==> src/core/sscc_map.svh <==
// register-free constants for the speed sensor calibration core
`ifndef SSCC_MAP_SVH
`define SSCC_MAP_SVH
`define SSCC_SMP_W        12
`define SSCC_OFS_W        10
`define SSCC_LIMIT_DEF    12'h040
`define SSCC_DNC_SHIFT    1
`define SSCC_HYST_SHIFT   2
`define SSCC_AMP_SHIFT    1
`define SSCC_EXT_NEED     2'h2
`define SSCC_PULSE_NS     1000
`define SSCC_CLK_NS       10
`define SSCC_SUPP_IDX     3'h3
`define SSCC_CAL_IDX      3'h4
`endif

==> src/core/sscc_pkg.sv <==
// types for the speed sensor calibration core
package sscc_pkg;
  typedef enum logic [1:0] {
    SSCC_PULSE_NONE,
    SSCC_PULSE_SPEED,
    SSCC_PULSE_FWD,
    SSCC_PULSE_REV
  } sscc_pulse_e;
  typedef enum logic [1:0] {
    SSCC_SLOPE_UNKNOWN,
    SSCC_SLOPE_RISE,
    SSCC_SLOPE_FALL
  } sscc_slope_e;
endpackage

==> src/core/sscc_slope_if.sv <==
// slope tracking signals passed from the tracker to the core
`timescale 1ns/100ps
interface sscc_slope_if;
  import sscc_pkg::*;
  logic                         rise_edge;
  logic                         peak_max;
  logic                         peak_min;
  logic signed [11:0]           ext_value;
  sscc_slope_e                  slope;
  modport src (output rise_edge, peak_max, peak_min, ext_value, slope);
  modport dst (input rise_edge, peak_max, peak_min, ext_value, slope);
endinterface

==> src/core/sscc_core.sv <==
// speed sensor calibration core: edges, offset, modes, pulse trigger
// What this block does
// first pulse on first recognised rising edge
// second pulse on next rising edge
// uncalibrated pulses use noise-detection threshold
// threshold starts 2x limit, adapts, floors there
// peak detection yields offset from extrema
// offset update needs two extrema, matching slope
// positive correction rising only, negative falling
// offset update independent of output switching
// offset drives the correction converter
// successful correction enters calibrated mode
// calibrated switching at adaptive hysteresis
// calibrated threshold keeps adapting to amplitude
// small amplitude: first two pulses, third suppressible
// small amplitude: fourth pulse calibrated with direction
// direction encoded into output pulse kind
// first pulse is plain speed pulse
// hysteresis quarter amplitude, floored at limit
// sampled detection, mode cleared on reset
`timescale 1ns/100ps
`include "sscc_map.svh"
module sscc_core #(
  parameter int          W       = `SSCC_SMP_W,
  parameter int          OW      = `SSCC_OFS_W,
  parameter logic [11:0] LIMIT   = `SSCC_LIMIT_DEF,
  parameter int          PULSE_NS = `SSCC_PULSE_NS
) (
  // clock and reset
  input  wire logic                clk,
  input  wire logic                nrst,
  // digitized speed and direction samples
  input  wire logic                smp_valid,
  input  wire logic signed [W-1:0] speed_smp,
  input  wire logic                dir_bit,
  // offset correction converter
  output logic signed [OW-1:0]     ofs_dac,
  output logic                     ofs_load,
  // pulse trigger toward output protocol
  output logic                     pulse_req,
  output sscc_pkg::sscc_pulse_e    pulse_kind,
  // status
  output logic                     calibrated,
  output logic [W-1:0]             noise_detection_threshold,
  output logic [W-1:0]             hyst_level
);
  import sscc_pkg::*;
  localparam int PULSE_CYC = (PULSE_NS + `SSCC_CLK_NS - 1) / `SSCC_CLK_NS;
  localparam logic [W-1:0] LIM = LIMIT[W-1:0];
  localparam logic [W-1:0] LIM2 = LIM << `SSCC_DNC_SHIFT;

  sscc_slope_if sl ();
  logic [W-1:0] th_r, th_nxt, hy_r, hy_nxt;

  // edge and extremum tracker on sample stream
  sscc_tracker #(.W(W)) u_trk (
    .clk       (clk),
    .nrst      (nrst),
    .smp_valid (smp_valid),
    .smp       (speed_smp),
    .noise_th  (calibrated ? hy_r : th_r),
    .so        (sl)
  );

  // extrema bookkeeping and amplitude estimate
  logic signed [W-1:0] max_r, max_nxt, min_r, min_nxt;
  logic [1:0]          next_r, next_nxt;
  logic [W:0]          amp;
  logic [W-1:0]        amp_w;
  always_comb begin
    max_nxt  = max_r;
    min_nxt  = min_r;
    next_nxt = next_r;
    if (sl.peak_max) begin
      max_nxt = sl.ext_value;
      if (next_r != `SSCC_EXT_NEED) next_nxt = next_r + 2'h1;
    end
    if (sl.peak_min) begin
      min_nxt = sl.ext_value;
      if (next_r != `SSCC_EXT_NEED) next_nxt = next_r + 2'h1;
    end
  end
  assign amp   = {max_r[W-1], max_r} - {min_r[W-1], min_r};
  assign amp_w = amp[W] ? '0 : amp[W-1:0];

  // thresholds: noise detection and adaptive hysteresis
  always_comb begin
    th_nxt = th_r;
    hy_nxt = hy_r;
    if (next_r == `SSCC_EXT_NEED && (sl.peak_max || sl.peak_min)) begin
      th_nxt = (amp_w >> `SSCC_AMP_SHIFT) < LIM2 ?
               LIM2 : (amp_w >> `SSCC_AMP_SHIFT);
      hy_nxt = (amp_w >> `SSCC_HYST_SHIFT) < LIM ?
               LIM : (amp_w >> `SSCC_HYST_SHIFT);
    end
  end

  // offset computation: midpoint of extrema, applied on matching slope
  logic signed [OW-1:0] ofs_r, ofs_nxt;
  logic                 load_r, load_nxt, cal_r, cal_nxt;
  logic                 pend_r, pend_nxt;
  logic signed [W:0]    mid;
  logic signed [OW-1:0] tgt;
  always_comb begin
    mid      = $signed({max_r[W-1], max_r} + {min_r[W-1], min_r}) >>> 1;
    tgt      = ofs_r - mid[OW-1:0];
    ofs_nxt  = ofs_r;
    load_nxt = 1'b0;
    cal_nxt  = cal_r;
    pend_nxt = pend_r;
    // one update per fresh extremum, else the offset runs away
    if ((sl.peak_max || sl.peak_min) && next_nxt == `SSCC_EXT_NEED)
      pend_nxt = 1'b1;
    // runs every sample, regardless of pulse state
    else if (pend_r && smp_valid && next_r == `SSCC_EXT_NEED) begin
      if (tgt > ofs_r && sl.slope == SSCC_SLOPE_RISE) begin
        ofs_nxt  = tgt;
        load_nxt = 1'b1;
        cal_nxt  = 1'b1;
        pend_nxt = 1'b0;
      end else if (tgt < ofs_r && sl.slope == SSCC_SLOPE_FALL) begin
        ofs_nxt  = tgt;
        load_nxt = 1'b1;
        cal_nxt  = 1'b1;
        pend_nxt = 1'b0;
      end else if (tgt == ofs_r) begin
        cal_nxt  = 1'b1;
        pend_nxt = 1'b0;
      end
    end
  end

  // pulse sequencing
  logic [2:0]  cnt_r, cnt_nxt;
  logic        small_r, small_nxt;
  logic        preq_nxt;
  sscc_pulse_e kind_r, kind_nxt;
  logic [$clog2(PULSE_CYC+1)-1:0] gap_r, gap_nxt;
  always_comb begin
    cnt_nxt   = cnt_r;
    preq_nxt  = 1'b0;
    kind_nxt  = kind_r;
    gap_nxt   = gap_r == '0 ? gap_r : gap_r - 1'b1;
    small_nxt = small_r;
    if (sl.peak_max || sl.peak_min)
      small_nxt = amp_w < LIM2;
    if (sl.rise_edge && gap_r == '0) begin
      preq_nxt = 1'b1;
      gap_nxt  = PULSE_CYC[$bits(gap_r)-1:0];
      if (cnt_r != `SSCC_CAL_IDX) cnt_nxt = cnt_r + 3'h1;
      if (cnt_r == '0 || !cal_r)
        kind_nxt = SSCC_PULSE_SPEED;
      else
        kind_nxt = dir_bit ? SSCC_PULSE_REV : SSCC_PULSE_FWD;
      if (!cal_r && small_r && cnt_r == `SSCC_SUPP_IDX - 3'h1)
        preq_nxt = 1'b0;
    end
  end

  // all state registers
  always_ff @(posedge clk) begin
    if (!nrst) begin
      max_r   <= '0;
      min_r   <= '0;
      next_r  <= '0;
      th_r    <= LIM2;
      hy_r    <= LIM;
      ofs_r   <= '0;
      load_r  <= 1'b0;
      pend_r  <= 1'b0;
      cal_r   <= 1'b0;
      cnt_r   <= '0;
      small_r <= 1'b0;
      kind_r  <= SSCC_PULSE_NONE;
      gap_r   <= '0;
      pulse_req <= 1'b0;
    end else begin
      max_r   <= max_nxt;
      min_r   <= min_nxt;
      next_r  <= next_nxt;
      th_r    <= th_nxt;
      hy_r    <= hy_nxt;
      ofs_r   <= ofs_nxt;
      load_r  <= load_nxt;
      pend_r  <= pend_nxt;
      cal_r   <= cal_nxt;
      cnt_r   <= cnt_nxt;
      small_r <= small_nxt;
      kind_r  <= kind_nxt;
      gap_r   <= gap_nxt;
      pulse_req <= preq_nxt;
    end
  end

  assign ofs_dac    = ofs_r;
  assign ofs_load   = load_r;
  assign pulse_kind = kind_r;
  assign calibrated = cal_r;
  assign noise_detection_threshold = th_r;
  assign hyst_level = hy_r;
endmodule

==> src/core/sscc_tracker.sv <==
// sample-to-sample slope and extremum tracker
`timescale 1ns/100ps
`include "sscc_map.svh"
module sscc_tracker #(
  parameter int W = `SSCC_SMP_W
) (
  // clock and reset
  input  wire logic              clk,
  input  wire logic              nrst,
  // sample stream
  input  wire logic              smp_valid,
  input  wire logic signed [W-1:0] smp,
  input  wire logic [W-1:0]      noise_th,
  // results
  sscc_slope_if.src              so
);
  import sscc_pkg::*;
  logic signed [W-1:0] ext_r, ext_nxt;
  sscc_slope_e         slope_r, slope_nxt;
  logic                rise_r, rise_nxt, pmax_r, pmax_nxt, pmin_r, pmin_nxt;
  logic signed [W:0]   diff;

  // slope direction flips once sample leaves the held extremum by threshold
  always_comb begin
    ext_nxt   = ext_r;
    slope_nxt = slope_r;
    rise_nxt  = 1'b0;
    pmax_nxt  = 1'b0;
    pmin_nxt  = 1'b0;
    diff      = {smp[W-1], smp} - {ext_r[W-1], ext_r};
    if (smp_valid) begin
      unique case (slope_r)
        SSCC_SLOPE_RISE: begin
          if (smp > ext_r) ext_nxt = smp;
          else if (-diff > $signed({2'b00, noise_th[W-2:0]})) begin
            pmax_nxt  = 1'b1;
            slope_nxt = SSCC_SLOPE_FALL;
            ext_nxt   = smp;
          end
        end
        default: begin
          if (smp < ext_r || slope_r == SSCC_SLOPE_UNKNOWN && smp > ext_r &&
              diff <= $signed({2'b00, noise_th[W-2:0]})) begin
            if (smp < ext_r) ext_nxt = smp;
          end else if (diff > $signed({2'b00, noise_th[W-2:0]})) begin
            rise_nxt  = 1'b1;
            pmin_nxt  = (slope_r == SSCC_SLOPE_FALL);
            slope_nxt = SSCC_SLOPE_RISE;
            ext_nxt   = smp;
          end
        end
      endcase
    end
  end

  // tracker registers
  always_ff @(posedge clk) begin
    if (!nrst) begin
      ext_r   <= '0;
      slope_r <= SSCC_SLOPE_UNKNOWN;
      rise_r  <= 1'b0;
      pmax_r  <= 1'b0;
      pmin_r  <= 1'b0;
    end else begin
      ext_r   <= ext_nxt;
      slope_r <= slope_nxt;
      rise_r  <= rise_nxt;
      pmax_r  <= pmax_nxt;
      pmin_r  <= pmin_nxt;
    end
  end

  assign so.rise_edge = rise_r;
  assign so.peak_max  = pmax_r;
  assign so.peak_min  = pmin_r;
  assign so.ext_value = ext_r;
  assign so.slope     = slope_r;
endmodule

==> config.mk <==
export PLATFORM = sky130hd
export DESIGN_NAME = sscc_core
export DESIGN_NICKNAME = d
export VERILOG_FILES = /design/src/core/sscc_pkg.sv /design/src/core/sscc_slope_if.sv /design/src/core/sscc_core.sv /design/src/core/sscc_tracker.sv
export VERILOG_INCLUDE_DIRS = /design/src /design/src/core
export SDC_FILE = /design/constraint.sdc
export NUM_CORES = 1
export LEC_CHECK = 0
export ABC_AREA = 1
export BUFFER_PORTS_ARGS = -buffer_cell sky130_fd_sc_hd__buf_4
export CAP_MARGIN = 30
export CORE_AREA = 3 3 120 122
export DETAILED_ROUTE_END_ITERATION = 8
export DIE_AREA = 0 0 123 125
export PLACE_DENSITY_LB_ADDON = 0.2
export SYNTH_ARGS = -nofsm -noshare
export SYNTH_HDL_FRONTEND = slang
export SYNTH_SLANG_ARGS = --single-unit
==> constraint.sdc <==
create_clock -name clk -period 5.3 [get_ports clk]
set_clock_uncertainty 0.2 [all_clocks]
set_input_delay 0.53 -clock clk [delete_from_list [all_inputs] [get_ports clk]]
set_output_delay 0.53 -clock clk [all_outputs]
set_load 0.03 [all_outputs]
### Word level (Yosys, flattened, before mapping)

Cells that the tools add are included.

| cells by class | value |
|---|---|
| add/sub/neg operators | 8 |
| multiplexer cells | 38 |
| equality and inequality tests | 14 |
| bitwise operators | 6 |
| $lt $le $gt $ge | 10 |
| reductions and logical operators | 36 |

Operators by type and width:

| cell | count |
|---|---|
| $mux 12 | 7 |
| $mux 10 | 3 |
| $gt 13x12->1 | 2 |
| $sub 12x12->13 | 2 |
| $mux 11 | 2 |
| $mux 2 | 10 |
| $mux 1 | 14 |
| $mux 7 | 2 |
| $le 13x12->1 | 1 |
| $neg 13->13 | 1 |
| $gt 12x12->1 | 1 |
| $lt 12x12->1 | 1 |
| $lt 12x8->1 const B | 1 |
| $add 11x11->11 | 1 |
| $logic_and 1x1->1 | 11 |
| $lt 11x8->1 const B | 1 |
| $eq 10x10->1 | 1 |
| $gt 10x10->1 | 1 |
| $lt 10x10->1 | 1 |
| $lt 10x7->1 const B | 1 |
| $sub 10x10->10 | 1 |
| $reduce_or 4->1 | 2 |
| $logic_not 7->1 | 1 |
| $sub 7x1->7 const B | 1 |
| 25 further kinds | 43 |

| storage, ports and cells | value |
|---|---|
| register bits after elaboration | 91 |
| input port bits | 16 |
| word-level logic and storage cells | 132 |
| output and inout bits | 39 |

### Logic depth before layout (Yosys ltp)

Gate-level depths: netlist of the first run.

| logic depth | value |
|---|---|
| word-level depth | 9 |
| mapped depth | 34 |
| gate-level depth less buffers | 34 |

### Modules after synthesis

From an unflattened synthesis of the first run, not the netlist that was laid out.

| second synthesis, totals | value |
|---|---|
| cells, all modules | 1122 |
| area, all modules | 7128.1 um2 |

By module, submodules not included:

| module | area each (um2) | times used | cells each |
|---|---|---|---|
| sscc_core | 4692.0 | 1 | 711 |
| sscc_tracker | 2436.1 | 1 | 411 |

### Worst setup path after synthesis of the first run

Ideal clock, no wire load.

| path | value |
|---|---|
| kind | register to register |
| start point | reg min_r[1] |
| end point | reg ofs_r[5], in the netlist ofs_dac[5] |
| stages on the path, launching flop included | 31 |
| path slack | 629 ps |
| path buffers | 1 |
| data arrival time | 4401 ps |
| clock period less this slack | 4671 ps |
| data required time | 5029 ps |
| path through | dfxtp_1 > inv_1 > ha_1 > or2_2 > o21ai_0 > a21oi_1 > o21bai_1 > nand2_1 > nand2_1 > a21oi_1 > nor2_1 > o21ai_0 > nand2_1 > xor2_1 > ha_1 > nand2_1 > nor3_1 > nand3_1 > o2111ai_1 > xor2_1 > xor2_1 > ha_1 > nand3_1 > nor4_1 > nor2_1 > nand2_1 > nand2_1 > nand2_1 > buf_2 > nand2_1 > a21oi_1 |

| on the way | value |
|---|---|
| word-level cells in the longest chain between the ends | 6 |
| elaborated cells on any way between the ends | 10 |

Ends and longest elaborated chain:

| element | line | source |
|---|---|---|
| start: declaration | sscc_core.sv:66 | `logic signed [W-1:0] max_r, max_nxt, min_r, min_nxt;` |
| start signal: assignment | sscc_core.sv:179 | `min_r <= min_nxt;` |
| $add 11x11->11 * | sscc_core.sv:105 | `mid = $signed({max_r[W-1], max_r} + {min_r[W-1], min_r}) >>> 1;` |
| $sub 10x10->10 * | sscc_core.sv:106 | `tgt = ofs_r - mid[OW-1:0];` |
| net tgt[9] | sscc_core.sv:103 | `logic signed [OW-1:0] tgt;` |
| $gt 10x10->1 / $lt 10x10->1 (equally long branches) | sscc_core.sv:116, sscc_core.sv:121 |  |
| $logic_and 1x1->1 (on tied branches) | sscc_core.sv:116, sscc_core.sv:121 |  |
| $reduce_bool 2->1 (no source line) | n/a |  |
| $reduce_and 3->1 (no source line) | n/a |  |
| end signal: assignment | sscc_core.sv:183 | `ofs_r <= ofs_nxt;` |
| end: declaration | sscc_core.sv:99 | `logic signed [OW-1:0] ofs_r, ofs_nxt;` |

The timed path passes the listed nets; every way through them passes the cells marked *. The select of a mux whose other input is x is not followed.
A chain may end at the register's enable or synchronous reset.

### Worst setup path after layout of the first run

| path | value |
|---|---|
| start point | reg min_r[2] |
| end point | reg ofs_r[1], in the netlist ofs_dac[1] |

The elaborated chain is that of the path after synthesis.

==> results of run 1 <==
==> kinds of logic (layout without fill, tap and decap cells) <==
family | after synthesis | count (layout) | share of synthesized area
AND/OR/NAND/NOR | 401 | 401 | 0.266
other | 1 | 3 | 0.000559
flip-flops | 81 | 81 | 0.242
AO/OA/AOI/OAI | 197 | 197 | 0.159
adder cells (fa/ha/maj) | 84 | 84 | 0.161
buffers and inverters | 197 | 228 | 0.123
multiplexers | 3 | 3 | 0.00448
XOR/XNOR | 34 | 34 | 0.0444
==> repair_timing <==
item,CTS,global route
hold buffers,0,0
setup endpoints to repair,0,13
resized for setup,0,7
setup buffers,0,1
==> per-layer routing <==
| metal | up-vias | part of all wire | GRT usage |
|---|---|---|---|
| met5 | - | 0 | 0 |
| met4 | 0 | 0.013 | 0.0482 |
| met3 | 21 | 0.044 | 0.0325 |
| met2 | 127 | 0.44 | 0.330 |
| met1 | 2800 | 0.50 | 0.310 |
| li1 | 3295 | - | - |
==> area by class of cell <==
| cell class | instances | area (µm²) | area share |
|---|---|---|---|
| multi-input cells | 722 | 4300 | 0.576 |
| clock buffers | 9 | 225 | 0.0302 |
| repair buffers | 54 | 405 | 0.0543 |
| inverters | 158 | 593 | 0.0794 |
| clock inverters | 7 | 101 | 0.0136 |
| flip-flops and latches | 81 | 1620 | 0.217 |
| well taps | 176 | 220 | 0.0295 |
==> registers in the layout, indices dropped and copies added (netlist names), 2 cells and up <==
register                   flops
noise_detection_threshold     11
ofs_dac                       10
pulse_kind                     2
next_r                         2
gap_r                          7
min_r                         12
max_r                         12
cnt_r                          3
u_trk.so.ext_value            12
u_trk.so.slope                 2
==> report_power, final <==
group / switching [mW] / total (mW) / leakage (nW) / internal [mW]
registers: 0.0547 / 0.744 / 0.657 / 0.689
clock network: 0.265 / 0.683 / 0.153 / 0.418
logic: 1.40 / 2.16 / 2.94 / 0.756
==> placed cells by master (no fill, tap or decap), types with 3 or more instances in the layout <==
cell / n
sky130_fd_sc_hd__nand4_1: 13
sky130_fd_sc_hd__fa_1: 4
sky130_fd_sc_hd__nor4_1: 3
sky130_fd_sc_hd__dfxtp_1: 81
sky130_fd_sc_hd__o21ai_1: 4
sky130_fd_sc_hd__inv_1: 154
sky130_fd_sc_hd__xnor2_1: 7
sky130_fd_sc_hd__nand2_1: 215
sky130_fd_sc_hd__xor2_1: 27
sky130_fd_sc_hd__nand3b_1: 11
sky130_fd_sc_hd__nor2_2: 3
sky130_fd_sc_hd__inv_2: 4
sky130_fd_sc_hd__a21o_1: 4
sky130_fd_sc_hd__a21boi_0: 3
sky130_fd_sc_hd__clkbuf_16: 9
sky130_fd_sc_hd__nand2_2: 13
sky130_fd_sc_hd__a211oi_1: 4
sky130_fd_sc_hd__buf_4: 54
sky130_fd_sc_hd__o21ai_0: 52
sky130_fd_sc_hd__nand3_1: 51
sky130_fd_sc_hd__a21oi_1: 110
sky130_fd_sc_hd__o21bai_1: 3
sky130_fd_sc_hd__conb_1: 3
sky130_fd_sc_hd__nand3_2: 4
sky130_fd_sc_hd__mux2i_1: 3
sky130_fd_sc_hd__nor3_1: 10
sky130_fd_sc_hd__nor2_1: 67
sky130_fd_sc_hd__a31oi_1: 4
sky130_fd_sc_hd__o31ai_1: 3
sky130_fd_sc_hd__inv_6: 3
sky130_fd_sc_hd__nor2_4: 3
sky130_fd_sc_hd__ha_1: 79
==> worst max-delay path, delay by kind of cell, from the launching register on <==
| family | cells | cell delay (ns) |
|---|---|---|
| compound gates | 9 | 1.21 |
| simple gates | 13 | 1.02 |
| fa+ha+maj | 3 | 1.00 |
| xor+xnor | 3 | 0.55 |
| buf+inv | 4 | 0.42 |
| flops | 1 | 0.35 |
==> through the flow <==
| stage | cell area [µm²] | cells |
|---|---|---|
| after global placement | 7110 | 1190 |
| after global routing | 7470 | 1207 |
| after CTS | 7430 | 1206 |
| after floorplan | 6720 | 1000 |
| final | 7470 | 1207 |
| after detailed placement | 7110 | 1190 |
==> worst max path at each step <==
stage,endpoint,slack (ns),depth (start not counted)
after floorplan,ofs_dac[5]$_SDFFE_PN0P_,0.63,30
after global placement,calibrated$_SDFFE_PN0P_,0.31,30
after detailed placement,calibrated$_SDFFE_PN0P_,0.21,30
after CTS,calibrated$_SDFFE_PN0P_,0.17,30
after global routing,ofs_dac[0]$_SDFFE_PN0P_,0.02,32
final,ofs_dac[1]$_SDFFE_PN0P_,0.45,32
==> results.py, run 1 <==
metrics = {
    "status": {
        "run_status": "completed",
    },
    "placed_design": {
        "pre_cts_ws_ns": 0.206,
        "dpl_wire_length_um": 13100,
        "gp_routability_congestion": 0.921,
        "io_buffers": 51,
    },
    "sta": {
        "report.final.setup_viol": 0,
        "period_needed_ns": 4.85,
        "timing.final.hold_violations": 0,
        "slew_violations": 0,
        "rsz0062_at_grt": "false",
        "relSlewSlack": 0.316,
        "timing.hold.ws_ns": 0.256,
        "layout_setup_ws_ns": 0.454,
        "setup_tns_ns": 0,
        "clock.fmax_mhz": 206,
        "worstMarginPinSlew_ns": 1.03,
        "fin_crit_sh": 0.914,
    },
    "setup_path": {
        "reg2reg_from": "min_r[2]$_SDFFE_PN0P_",
        "slowest_stage": "sky130_fd_sc_hd__ha_2",
        "critical-path-top-cell-by-count": "sky130_fd_sc_hd__nand2_1",
        "worst_ep_arrival_time_ns": 4.89,
        "type_of_origin_of_the_critical_path": "flop",
        "critPathRequiredTime_ns": 5.35,
        "largest_stage_delay_on_the_critical_path_ns": 0.37,
        "worst-r2r-cell-count": 32,
        "worst_setup_path_end_kind": "flop",
        "worstPathMaxFanout": 9,
        "r2r-end": "ofs_dac[1]$_SDFFE_PN0P_",
        "critical_path.startpoint": "min_r[2]$_SDFFE_PN0P_",
        "criticalPathCategory": "reg -> reg",
        "worst_reg2reg_setup_slack_ns": 0.45,
    },
    "detailed_routing": {
        "antenna_violating_nets_post_route": 0,
        "detailedRoute.firstPassIterationCount": 5,
        "drt_first_iter_violations": 423,
        "drc_errors": 0,
        "vias": 6243,
        "wirelength_um": 16300,
        "wl_per_cell_um": 13.5,
        "detail_route.vias_per_cell": 5.17,
    },
    "finish": {
        "flow.area_growth_from_synthesis_pct": 11.3,
        "finalNetCount": 1126,
        "fill_cells": 1306,
        "finalCoreUtilization": 0.562,
        "post_route_cells_drive_above_1_share": 0.105,
        "num_antenna_cells": 0,
    },
    "logic_synthesis": {
        "seq_area_frac_synth": 0.242,
        "postSynthCellCount": 998,
        "synth-edff-count": 0,
        "synth_most_common_cell": "sky130_fd_sc_hd__nand2_1",
        "synth.ff_latch_count": 81,
        "netlist_top_cells_count": "216 x sky130_fd_sc_hd__nand2_1, 154 x sky130_fd_sc_hd__inv_1, 111 x sky130_fd_sc_hd__a21oi_1",
        "postSynth.asyncResetShare": 0,
        "synth.avg_cell_area_um2": 6.72,
        "yosys_warnings": 0,
        "yosys.cell_types.count": 47,
        "ys_top_cells_by_area": "sky130_fd_sc_hd__dfxtp_1 24%, sky130_fd_sc_hd__ha_1 15%, sky130_fd_sc_hd__nand2_1 12%",
        "yosys.area.top_type": "sky130_fd_sc_hd__dfxtp_1",
        "synthesis.area_um2": 6710,
        "yosysTopAreaCellShare": 0.242,
        "synth_top_flop_cell": "sky130_fd_sc_hd__dfxtp_1",
    },
    "die": {
        "core_um2": 13300,
        "starting_utilization_of_the_core_area": 0.505,
        "std_cell_rows": 42,
        "die-area_um2": 15400,
        "num_io_pins": 55,
        "die_y_um": 125,
        "die_width_um": 123,
    },
    "global_route": {
        "number_of_global_route_vias_before_repair": 5497,
        "grt.total_usage": 0.212,
        "grt_overflow_total": 0,
        "grt_start_max_net_pins": 50,
        "antenna_found_initial": 0,
        "global_route_wire_length_before_repair_um": 26700,
    },
    "run": {
        "maxCapViolCount": 0,
    },
    "clock_network": {
        "clock_tree.buffer_depth": 2,
        "htreeDepth": 3,
        "clk-insertion-delay-late_ns": 0.34,
        "clkSinkCount": 81,
        "clock_tree_from_tritoncts": "yes",
        "tritoncts.num_buffers": 9,
        "cts-root-buf": "sky130_fd_sc_hd__clkbuf_16",
        "worst_setup_hold_path_clk_slew_ns": 0.07,
    },
    "pwr": {
        "static-leakage-power_nw": 3.75,
        "power_density_nw_per_um2": 480,
        "power_mw": 3.59,
        "max-vdd-ir-drop_mv": 0.306,
    },
    "hold_path": {
        "hold-path-cell-count": 2,
        "holdPathEnd": "pulse_kind[0]$_SDFFE_PN0P_",
        "worst_hold_startpoint": "dir_bit",
        "holdCritPathClass": "in -> reg",
    },
}
Power figures use the tool's default switching activity.
==> run 2: changes to the inputs <==
--- a/config.mk
+++ b/config.mk
@@ -6,12 +6,11 @@
 export SDC_FILE = /design/constraint.sdc
 export NUM_CORES = 1
 export LEC_CHECK = 0
-export ABC_AREA = 1
 export BUFFER_PORTS_ARGS = -buffer_cell sky130_fd_sc_hd__buf_4
 export CAP_MARGIN = 30
-export CORE_AREA = 3 3 120 122
+export CORE_AREA = 3 3 122 124
 export DETAILED_ROUTE_END_ITERATION = 8
-export DIE_AREA = 0 0 123 125
+export DIE_AREA = 0 0 125 127
 export PLACE_DENSITY_LB_ADDON = 0.2
 export SYNTH_ARGS = -nofsm -noshare
 export SYNTH_HDL_FRONTEND = slang
==> run 2 against run 1 <==
Core utilization is 0.88 points lower. Power is 10% lower. Non-clock buffer count is 11 higher. Cell area is 2.8% higher. Clock power is 3.8% higher. Combinational power is 19% lower. Synthesized cell count is 20% lower. Sequential power is 1% higher. Global-route usage is 1.0 points lower. Routed wire length is 1.7% lower.
==> results.py, run 2 <==
metrics = {
    "status": {
        "run_status": "completed",
    },
    "logic_synthesis": {
        "yosys.cell_types.count": 90,
        "synth.avg_cell_area_um2": 8.62,
        "synthesis.area_um2": 6850,
        "synth.ff_latch_count": 81,
        "postSynthCellCount": 795,
        "synth-edff-count": 0,
        "seq_area_frac_synth": 0.237,
        "yosysTopAreaCellShare": 0.237,
        "yosys.area.top_type": "sky130_fd_sc_hd__dfxtp_1",
        "synth_most_common_cell": "sky130_fd_sc_hd__dfxtp_1",
        "yosys_warnings": 0,
        "synth_top_flop_cell": "sky130_fd_sc_hd__dfxtp_1",
        "ys_top_cells_by_area": "sky130_fd_sc_hd__dfxtp_1 24%, sky130_fd_sc_hd__ha_1 15%, sky130_fd_sc_hd__mux2i_1 6.7%",
        "netlist_top_cells_count": "81 x sky130_fd_sc_hd__dfxtp_1, 80 x sky130_fd_sc_hd__ha_1, 76 x sky130_fd_sc_hd__nor2_1",
        "postSynth.asyncResetShare": 0,
    },
    "sta": {
        "slew_violations": 0,
        "layout_setup_ws_ns": 0.284,
        "worstMarginPinSlew_ns": 0.892,
        "period_needed_ns": 5.02,
        "relSlewSlack": 0.401,
        "clock.fmax_mhz": 199,
        "timing.final.hold_violations": 0,
        "report.final.setup_viol": 0,
        "fin_crit_sh": 0.946,
    },
    "setup_path": {
        "worst_setup_path_end_kind": "flop",
        "slowest_stage": "sky130_fd_sc_hd__or3_2",
        "critical_path.startpoint": "u_trk.so.ext_value[0]$_SDFFE_PN0P_",
        "reg2reg_from": "u_trk.so.ext_value[0]$_SDFFE_PN0P_",
        "worst-r2r-cell-count": 17,
        "largest_stage_delay_on_the_critical_path_ns": 0.49,
        "worst_reg2reg_setup_slack_ns": 0.28,
        "cp_cell_sequence": "ha_1 -> fa_1 -> nor2b_2 -> o2111ai_1 -> a21oi_2 -> o211ai_2 -> a2111o_1 -> or3_2 -> xor2_1 -> ha_1 -> o21a_1 -> o32ai_1 -> a31oi_1 -> o22ai_1 -> a32o_2 -> nand2b_1 -> o311a_1",
        "critPathRequiredTime_ns": 5.32,
        "criticalPathCategory": "reg -> reg",
        "r2r-end": "u_trk.so.slope[0]$_SDFFE_PN0P_",
        "worst_ep_arrival_time_ns": 5.04,
        "critical-path-top-cell-by-count": "sky130_fd_sc_hd__ha_1",
        "type_of_origin_of_the_critical_path": "flop",
        "worstPathMaxFanout": 14,
    },
    "clock_network": {
        "cts-root-buf": "sky130_fd_sc_hd__clkbuf_16",
        "clock_tree_from_tritoncts": "yes",
        "postCtsHoldBufs": 0,
        "clkSinkCount": 81,
        "clock_tree.buffer_depth": 2,
        "tritoncts.num_buffers": 9,
        "clk-insertion-delay-late_ns": 0.34,
        "worst_setup_hold_path_clk_slew_ns": 0.06,
        "htreeDepth": 3,
    },
    "placed_design": {
        "pre_cts_ws_ns": 0.0426,
        "dpl_cell_area_um2": 7260,
        "dpl_wire_length_um": 12400,
        "io_buffers": 51,
        "placed_cells_incl_taps": 992,
        "gp_routability_congestion": 0.866,
    },
    "pwr": {
        "max-vdd-ir-drop_mv": 0.180,
        "power_mw": 3.22,
        "static-leakage-power_nw": 3.19,
        "power_density_nw_per_um2": 419,
    },
    "detailed_routing": {
        "wirelength_um": 16100,
        "vias": 5675,
        "detailedRoute.firstPassIterationCount": 5,
        "drc_errors": 0,
        "drt_first_iter_violations": 330,
        "wl_per_cell_um": 15.9,
        "antenna_violating_nets_post_route": 0,
        "detail_route.vias_per_cell": 5.62,
    },
    "global_route": {
        "global_route_wire_length_before_repair_um": 26900,
        "grt_start_max_net_pins": 36,
        "number_of_global_route_vias_before_repair": 5460,
        "antenna_found_initial": 0,
        "grt_overflow_total": 0,
        "grt.total_usage": 0.202,
    },
    "hold_path": {
        "worst_hold_startpoint": "next_r[0]$_SDFF_PN0_",
        "holdPathEnd": "next_r[0]$_SDFF_PN0_",
        "hold-path-cell-count": 2,
        "holdCritPathClass": "reg -> reg",
    },
    "finish": {
        "finalNonFillerCells": 1009,
        "final_common_cell": "sky130_fd_sc_hd__dfxtp_1",
        "finalCoreUtilization": 0.553,
        "finalInstanceArea_um2": 7670,
        "most_frequent_cells_in_the_layout": "80 x sky130_fd_sc_hd__dfxtp_1, 78 x sky130_fd_sc_hd__ha_1, 75 x sky130_fd_sc_hd__nor2_1",
        "finalNetCount": 926,
        "fill_cells": 1278,
        "post_route_cells_drive_above_1_share": 0.182,
        "num_antenna_cells": 0,
        "flow.area_growth_from_synthesis_pct": 12.0,
    },
    "die": {
        "die-area_um2": 15900,
        "starting_utilization_of_the_core_area": 0.494,
        "std_cell_rows": 43,
        "core_um2": 13900,
        "num_io_pins": 55,
        "die_y_um": 127,
        "die_width_um": 125,
    },
    "run": {
        "maxCapViolCount": 0,
    },
}
==> run 2: cell count changes in the layout (fill, tap and decap cells not counted), sizes merged, moves of 32 or more <==
cell   delta
nand2   -168
inv      -95
a21oi    -74
mux2i    +43
nand3    -41
o21ai    -32
==> run 2: stage by stage <==
stage	setup TNS [ns]	hold WS, ns
3_3_place_gp	0	0.238
3_5_place_dp	0	0.254
2_1_floorplan	0	0.232
5_1_grt	-0.00659	0.290
4_1_cts	0	0.262
6_report	0	0.260
==> run 2: layer usage <==
layer / routed length, µm / global-route usage / vias up
li1: - / - / 2859
met1: 7830 / 0.271 / 2656
met2: 7350 / 0.338 / 138
met3: 693 / 0.0393 / 22
met4: 189 / 0.0466 / 0
met5: 0 / 0 / -
==> run 2: worst max-delay path by stage <==
stage / end / slack [ns] / cells past startpoint
floorplan: ofs_dac[5]$_SDFFE_PN0P_ / 0.07 / 24
global placement: u_trk.so.slope[0]$_SDFFE_PN0P_ / 0.17 / 19
detailed placement: ofs_dac[4]$_SDFFE_PN0P_ / 0.04 / 24
CTS: ofs_dac[4]$_SDFFE_PN0P_ / 0.02 / 24
global route: ofs_dac[4]$_SDFFE_PN0P_ / -0.007 / 23
finish: u_trk.so.slope[0]$_SDFFE_PN0P_ / 0.28 / 17
==> run 2: final cells by class <==
type / count / area (µm²) / share of cell area
clock inverter: 3 / 90.1 / 0.0117
clock buffer: 11 / 243 / 0.0316
sequential: 81 / 1630 / 0.212
tap: 180 / 225 / 0.0294
inverter: 67 / 251 / 0.0328
multi-input combinational: 602 / 4730 / 0.616
timing repair buffer: 65 / 512 / 0.0667
==> run 2: kinds of logic after synthesis <==
kind of cell               after synthesis  share of synthesized area
and+or+nand+nor                        243                      0.181
AOI/OAI and AO/OA                      170                      0.197
buffers and inverters                  114                     0.0815
adders and majority gates               84                      0.158
DFF                                     81                      0.237
muxes                                   59                     0.0886
xor gates and xnor gates                43                     0.0570
other                                    1                   0.000547
==> run 2: where the power goes <==
group          switching, mW  internal (mW)  leakage [nW]  total [mW]
Combinational           1.01          0.748          2.37        1.76
Clock                  0.241          0.468         0.162       0.709
Sequential            0.0766          0.677         0.657       0.754
==> run 2: worst max-delay path: cells and delay by family, from the launching register on <==
family	cells	cell delay, ns
AOI/OAI and AO/OA	10	2.37
adders and majority gates	3	0.99
and+or+nand+nor	3	0.83
DFF	1	0.37
xor gates and xnor gates	1	0.16
==> run 2: repair_timing <==
item	CTS	global route
buffers inserted	0	3
endpoints found under the setup margin	0	13
resized for setup	0	16
==> run 3: changes to the inputs <==
--- a/config.mk
+++ b/config.mk
@@ -6,11 +6,11 @@
 export SDC_FILE = /design/constraint.sdc
 export NUM_CORES = 1
 export LEC_CHECK = 0
-export BUFFER_PORTS_ARGS = -buffer_cell sky130_fd_sc_hd__buf_4
 export CAP_MARGIN = 30
 export CORE_AREA = 3 3 122 124
 export DETAILED_ROUTE_END_ITERATION = 8
 export DIE_AREA = 0 0 125 127
+export DONT_BUFFER_PORTS = 1
 export PLACE_DENSITY_LB_ADDON = 0.2
 export SYNTH_ARGS = -nofsm -noshare
 export SYNTH_HDL_FRONTEND = slang
==> run 3 against run 2 <==
Non-clock buffer count is 45 lower. Hold slack worse by 0.14 ns. Final cell count is 4.3% lower. Maximum frequency is 0.22% lower. Core utilization is 2.5 points lower. Routed wire length is 0.98% higher. Clock-buffer cell count is 1 higher. Setup slack worse by 0.011 ns. Global-route usage hardly changed. Critical endpoint is now ofs_dac[7]$_SDFFE_PN0P_. Largest cell class unchanged.
==> results.py, run 3 (synthesis gave the netlist of run 2 again) <==
metrics = {
    "placed_design": {
        "dpl_cell_area_um2": 6890,
        "dpl_wire_length_um": 12400,
        "gp_routability_congestion": 0.935,
        "io_buffers": 0,
    },
    "pwr": {
        "pwr-share-comb": 0.554,
        "static-leakage-power_nw": 2.95,
        "power.switching_fraction": 0.424,
        "power.share.clock": 0.211,
        "cellInternalPower_mw": 1.84,
        "power_density_nw_per_um2": 435,
        "power.share.sequential": 0.235,
        "max-vdd-ir-drop_mv": 0.257,
        "power.net_switching_mw": 1.35,
    },
    "finish": {
        "flow.area_growth_from_synthesis_pct": 6.98,
        "multi_input_area_um2": 4730,
        "fill_cells": 1275,
        "ff_latch_area_um2": 1630,
        "final_common_cell": "sky130_fd_sc_hd__dfxtp_1",
        "most_frequent_cells_in_the_layout": "80 x sky130_fd_sc_hd__dfxtp_1, 78 x sky130_fd_sc_hd__ha_1, 76 x sky130_fd_sc_hd__nor2_1",
        "post_route_cells_drive_above_1_share": 0.136,
        "finalInstanceArea_um2": 7330,
        "num_antenna_cells": 0,
        "finalNetCount": 881,
    },
    "setup_path": {
        "type_of_origin_of_the_critical_path": "flop",
        "worst_setup_path_end_kind": "flop",
        "critPathRequiredTime_ns": 5.32,
        "criticalPathCategory": "reg -> reg",
        "worstPathMaxFanout": 7,
        "worst_ep_arrival_time_ns": 5.04,
    },
    "die": {
        "die_width_um": 125,
        "starting_utilization_of_the_core_area": 0.494,
        "die-area_um2": 15900,
        "die_y_um": 127,
        "std_cell_rows": 43,
        "core_um2": 13900,
        "num_io_pins": 55,
    },
    "detailed_routing": {
        "wl_per_cell_um": 16.8,
        "antenna_violating_nets_post_route": 0,
        "drt_first_iter_violations": 283,
        "detailedRoute.firstPassIterationCount": 4,
        "drc_errors": 0,
        "detail_route.vias_per_cell": 5.79,
        "wirelength_um": 16200,
        "vias": 5595,
    },
    "clock_network": {
        "cts-root-buf": "sky130_fd_sc_hd__clkbuf_16",
        "htreeDepth": 3,
        "clkSinkCount": 81,
        "clock_tree_from_tritoncts": "yes",
        "clk-insertion-delay-late_ns": 0.34,
        "worst_setup_hold_path_clk_slew_ns": 0.07,
        "clock_tree.buffer_depth": 2,
        "tritoncts.num_buffers": 9,
    },
    "status": {
        "run_status": "completed",
    },
    "sta": {
        "setup_tns_ns": 0,
        "worstMarginPinSlew_ns": 0.833,
        "slew_violations": 0,
        "fin_crit_sh": 0.948,
        "timing.final.hold_violations": 0,
        "period_needed_ns": 5.03,
        "relSlewSlack": 0.444,
        "clock.fmax_mhz": 199,
        "report.final.setup_viol": 0,
    },
    "global_route": {
        "grt_start_max_net_pins": 52,
        "antenna_found_initial": 0,
        "global_route_wire_length_before_repair_um": 26700,
        "grt_overflow_total": 0,
        "number_of_global_route_vias_before_repair": 5491,
        "grt.total_usage": 0.202,
    },
    "hold_path": {
        "holdCritPathClass": "in -> reg",
    },
    "run": {
        "maxCapViolCount": 0,
    },
}
## run 3: cell count changes in the layout (fill, tap and decap cells not counted), moves of 2 or more
cell / previous run / this run
sky130_fd_sc_hd__clkbuf_8: 1 / 3
sky130_fd_sc_hd__inv_6: 0 / 3
sky130_fd_sc_hd__buf_4: 62 / 18
sky130_fd_sc_hd__o21ai_1: 0 / 2
sky130_fd_sc_hd__bufinv_16: 3 / 1
## run 3: worst max-delay path, stage by stage, from the launching register on
cell                       delay (ns)
sky130_fd_sc_hd__dfxtp_1         0.32
sky130_fd_sc_hd__and2_1          0.18
sky130_fd_sc_hd__fa_2            0.37
sky130_fd_sc_hd__nand2b_1        0.11
sky130_fd_sc_hd__a21oi_2         0.07
sky130_fd_sc_hd__o21ai_1         0.12
sky130_fd_sc_hd__a21oi_1         0.08
sky130_fd_sc_hd__nor2_1          0.17
sky130_fd_sc_hd__xnor2_1         0.14
sky130_fd_sc_hd__ha_1            0.26
sky130_fd_sc_hd__or2_2           0.27
sky130_fd_sc_hd__a21oi_1         0.14
sky130_fd_sc_hd__a21oi_1         0.08
sky130_fd_sc_hd__a21o_1          0.21
sky130_fd_sc_hd__a21oi_2         0.14
sky130_fd_sc_hd__xnor3_2         0.30
sky130_fd_sc_hd__ha_4            0.30
sky130_fd_sc_hd__nand4_1         0.06
sky130_fd_sc_hd__or4_1           0.52
sky130_fd_sc_hd__and3b_1         0.20
sky130_fd_sc_hd__mux2i_2         0.20
sky130_fd_sc_hd__buf_6           0.18
sky130_fd_sc_hd__mux2i_1         0.21
sky130_fd_sc_hd__nor2_1          0.05
## run 3: worst paths after layout
path                          from                       to  slack [ns]  depth (start not counted)
max reg2reg  max_r[0]$_SDFFE_PN0P_  ofs_dac[7]$_SDFFE_PN0P_        0.27                         23
max          max_r[0]$_SDFFE_PN0P_  ofs_dac[7]$_SDFFE_PN0P_        0.27                         23
min                           nrst    gap_r[2]$_SDFFE_PN0P_        0.12                          1
min reg2reg   small_r$_SDFFE_PN0N_     small_r$_SDFFE_PN0N_        0.27                          2
## run 3: power groups by stage
stage          sequential [mW]  combinational, mW  clock, mW
5_1_grt                  0.760               1.96      0.715
4_1_cts                  0.752               1.74      0.689
3_3_place_gp             0.763               1.66          0
3_5_place_dp             0.766               1.73          0
2_1_floorplan            0.739               1.40          0
6_report                 0.750               1.77      0.674
## run 3: area by class of cell
type | count | share of cell area
timing repair buffer | 20 | 0.0237
clock buffer | 12 | 0.0364
inverter | 67 | 0.0343
clock inverter | 4 | 0.00768
multi-input combinational | 602 | 0.645
tap | 180 | 0.0307
sequential | 81 | 0.222
## run 3: per-layer routing
layer  wire length, µm  vias to the layer above  track usage  part of all wire
li1                  -                     2789            -                 -
met1              7590                     2672        0.258              0.47
met2              7630                      109        0.348              0.47
met3               721                       25       0.0418             0.044
met4               278                        0       0.0536             0.017
met5                 0                        -            0                 0
## run 3: timing repair
action | 4_1_cts | 5_1_grt
setup buffers | 0 | 6
hold buffers | 0 | 0
setup endpoints to repair | 0 | 27
gates resized for setup | 0 | 17
## run 3: through the flow
step / utilization / cells / setup WS (ns) / hold WS (ns) / total power [mW]
global route: 0.528 / 966 / -0.0305 / 0.110 / 3.44
finish: 0.528 / 966 / 0.273 / 0.122 / 3.19
global placement: 0.495 / 942 / 0.148 / 0.238 / 2.43
detailed placement: 0.497 / 943 / 0.0417 / 0.262 / 2.49
floorplan: - / 797 / 0.0744 / 0.232 / 2.13
CTS: 0.520 / 959 / 0.0349 / 0.107 / 3.18
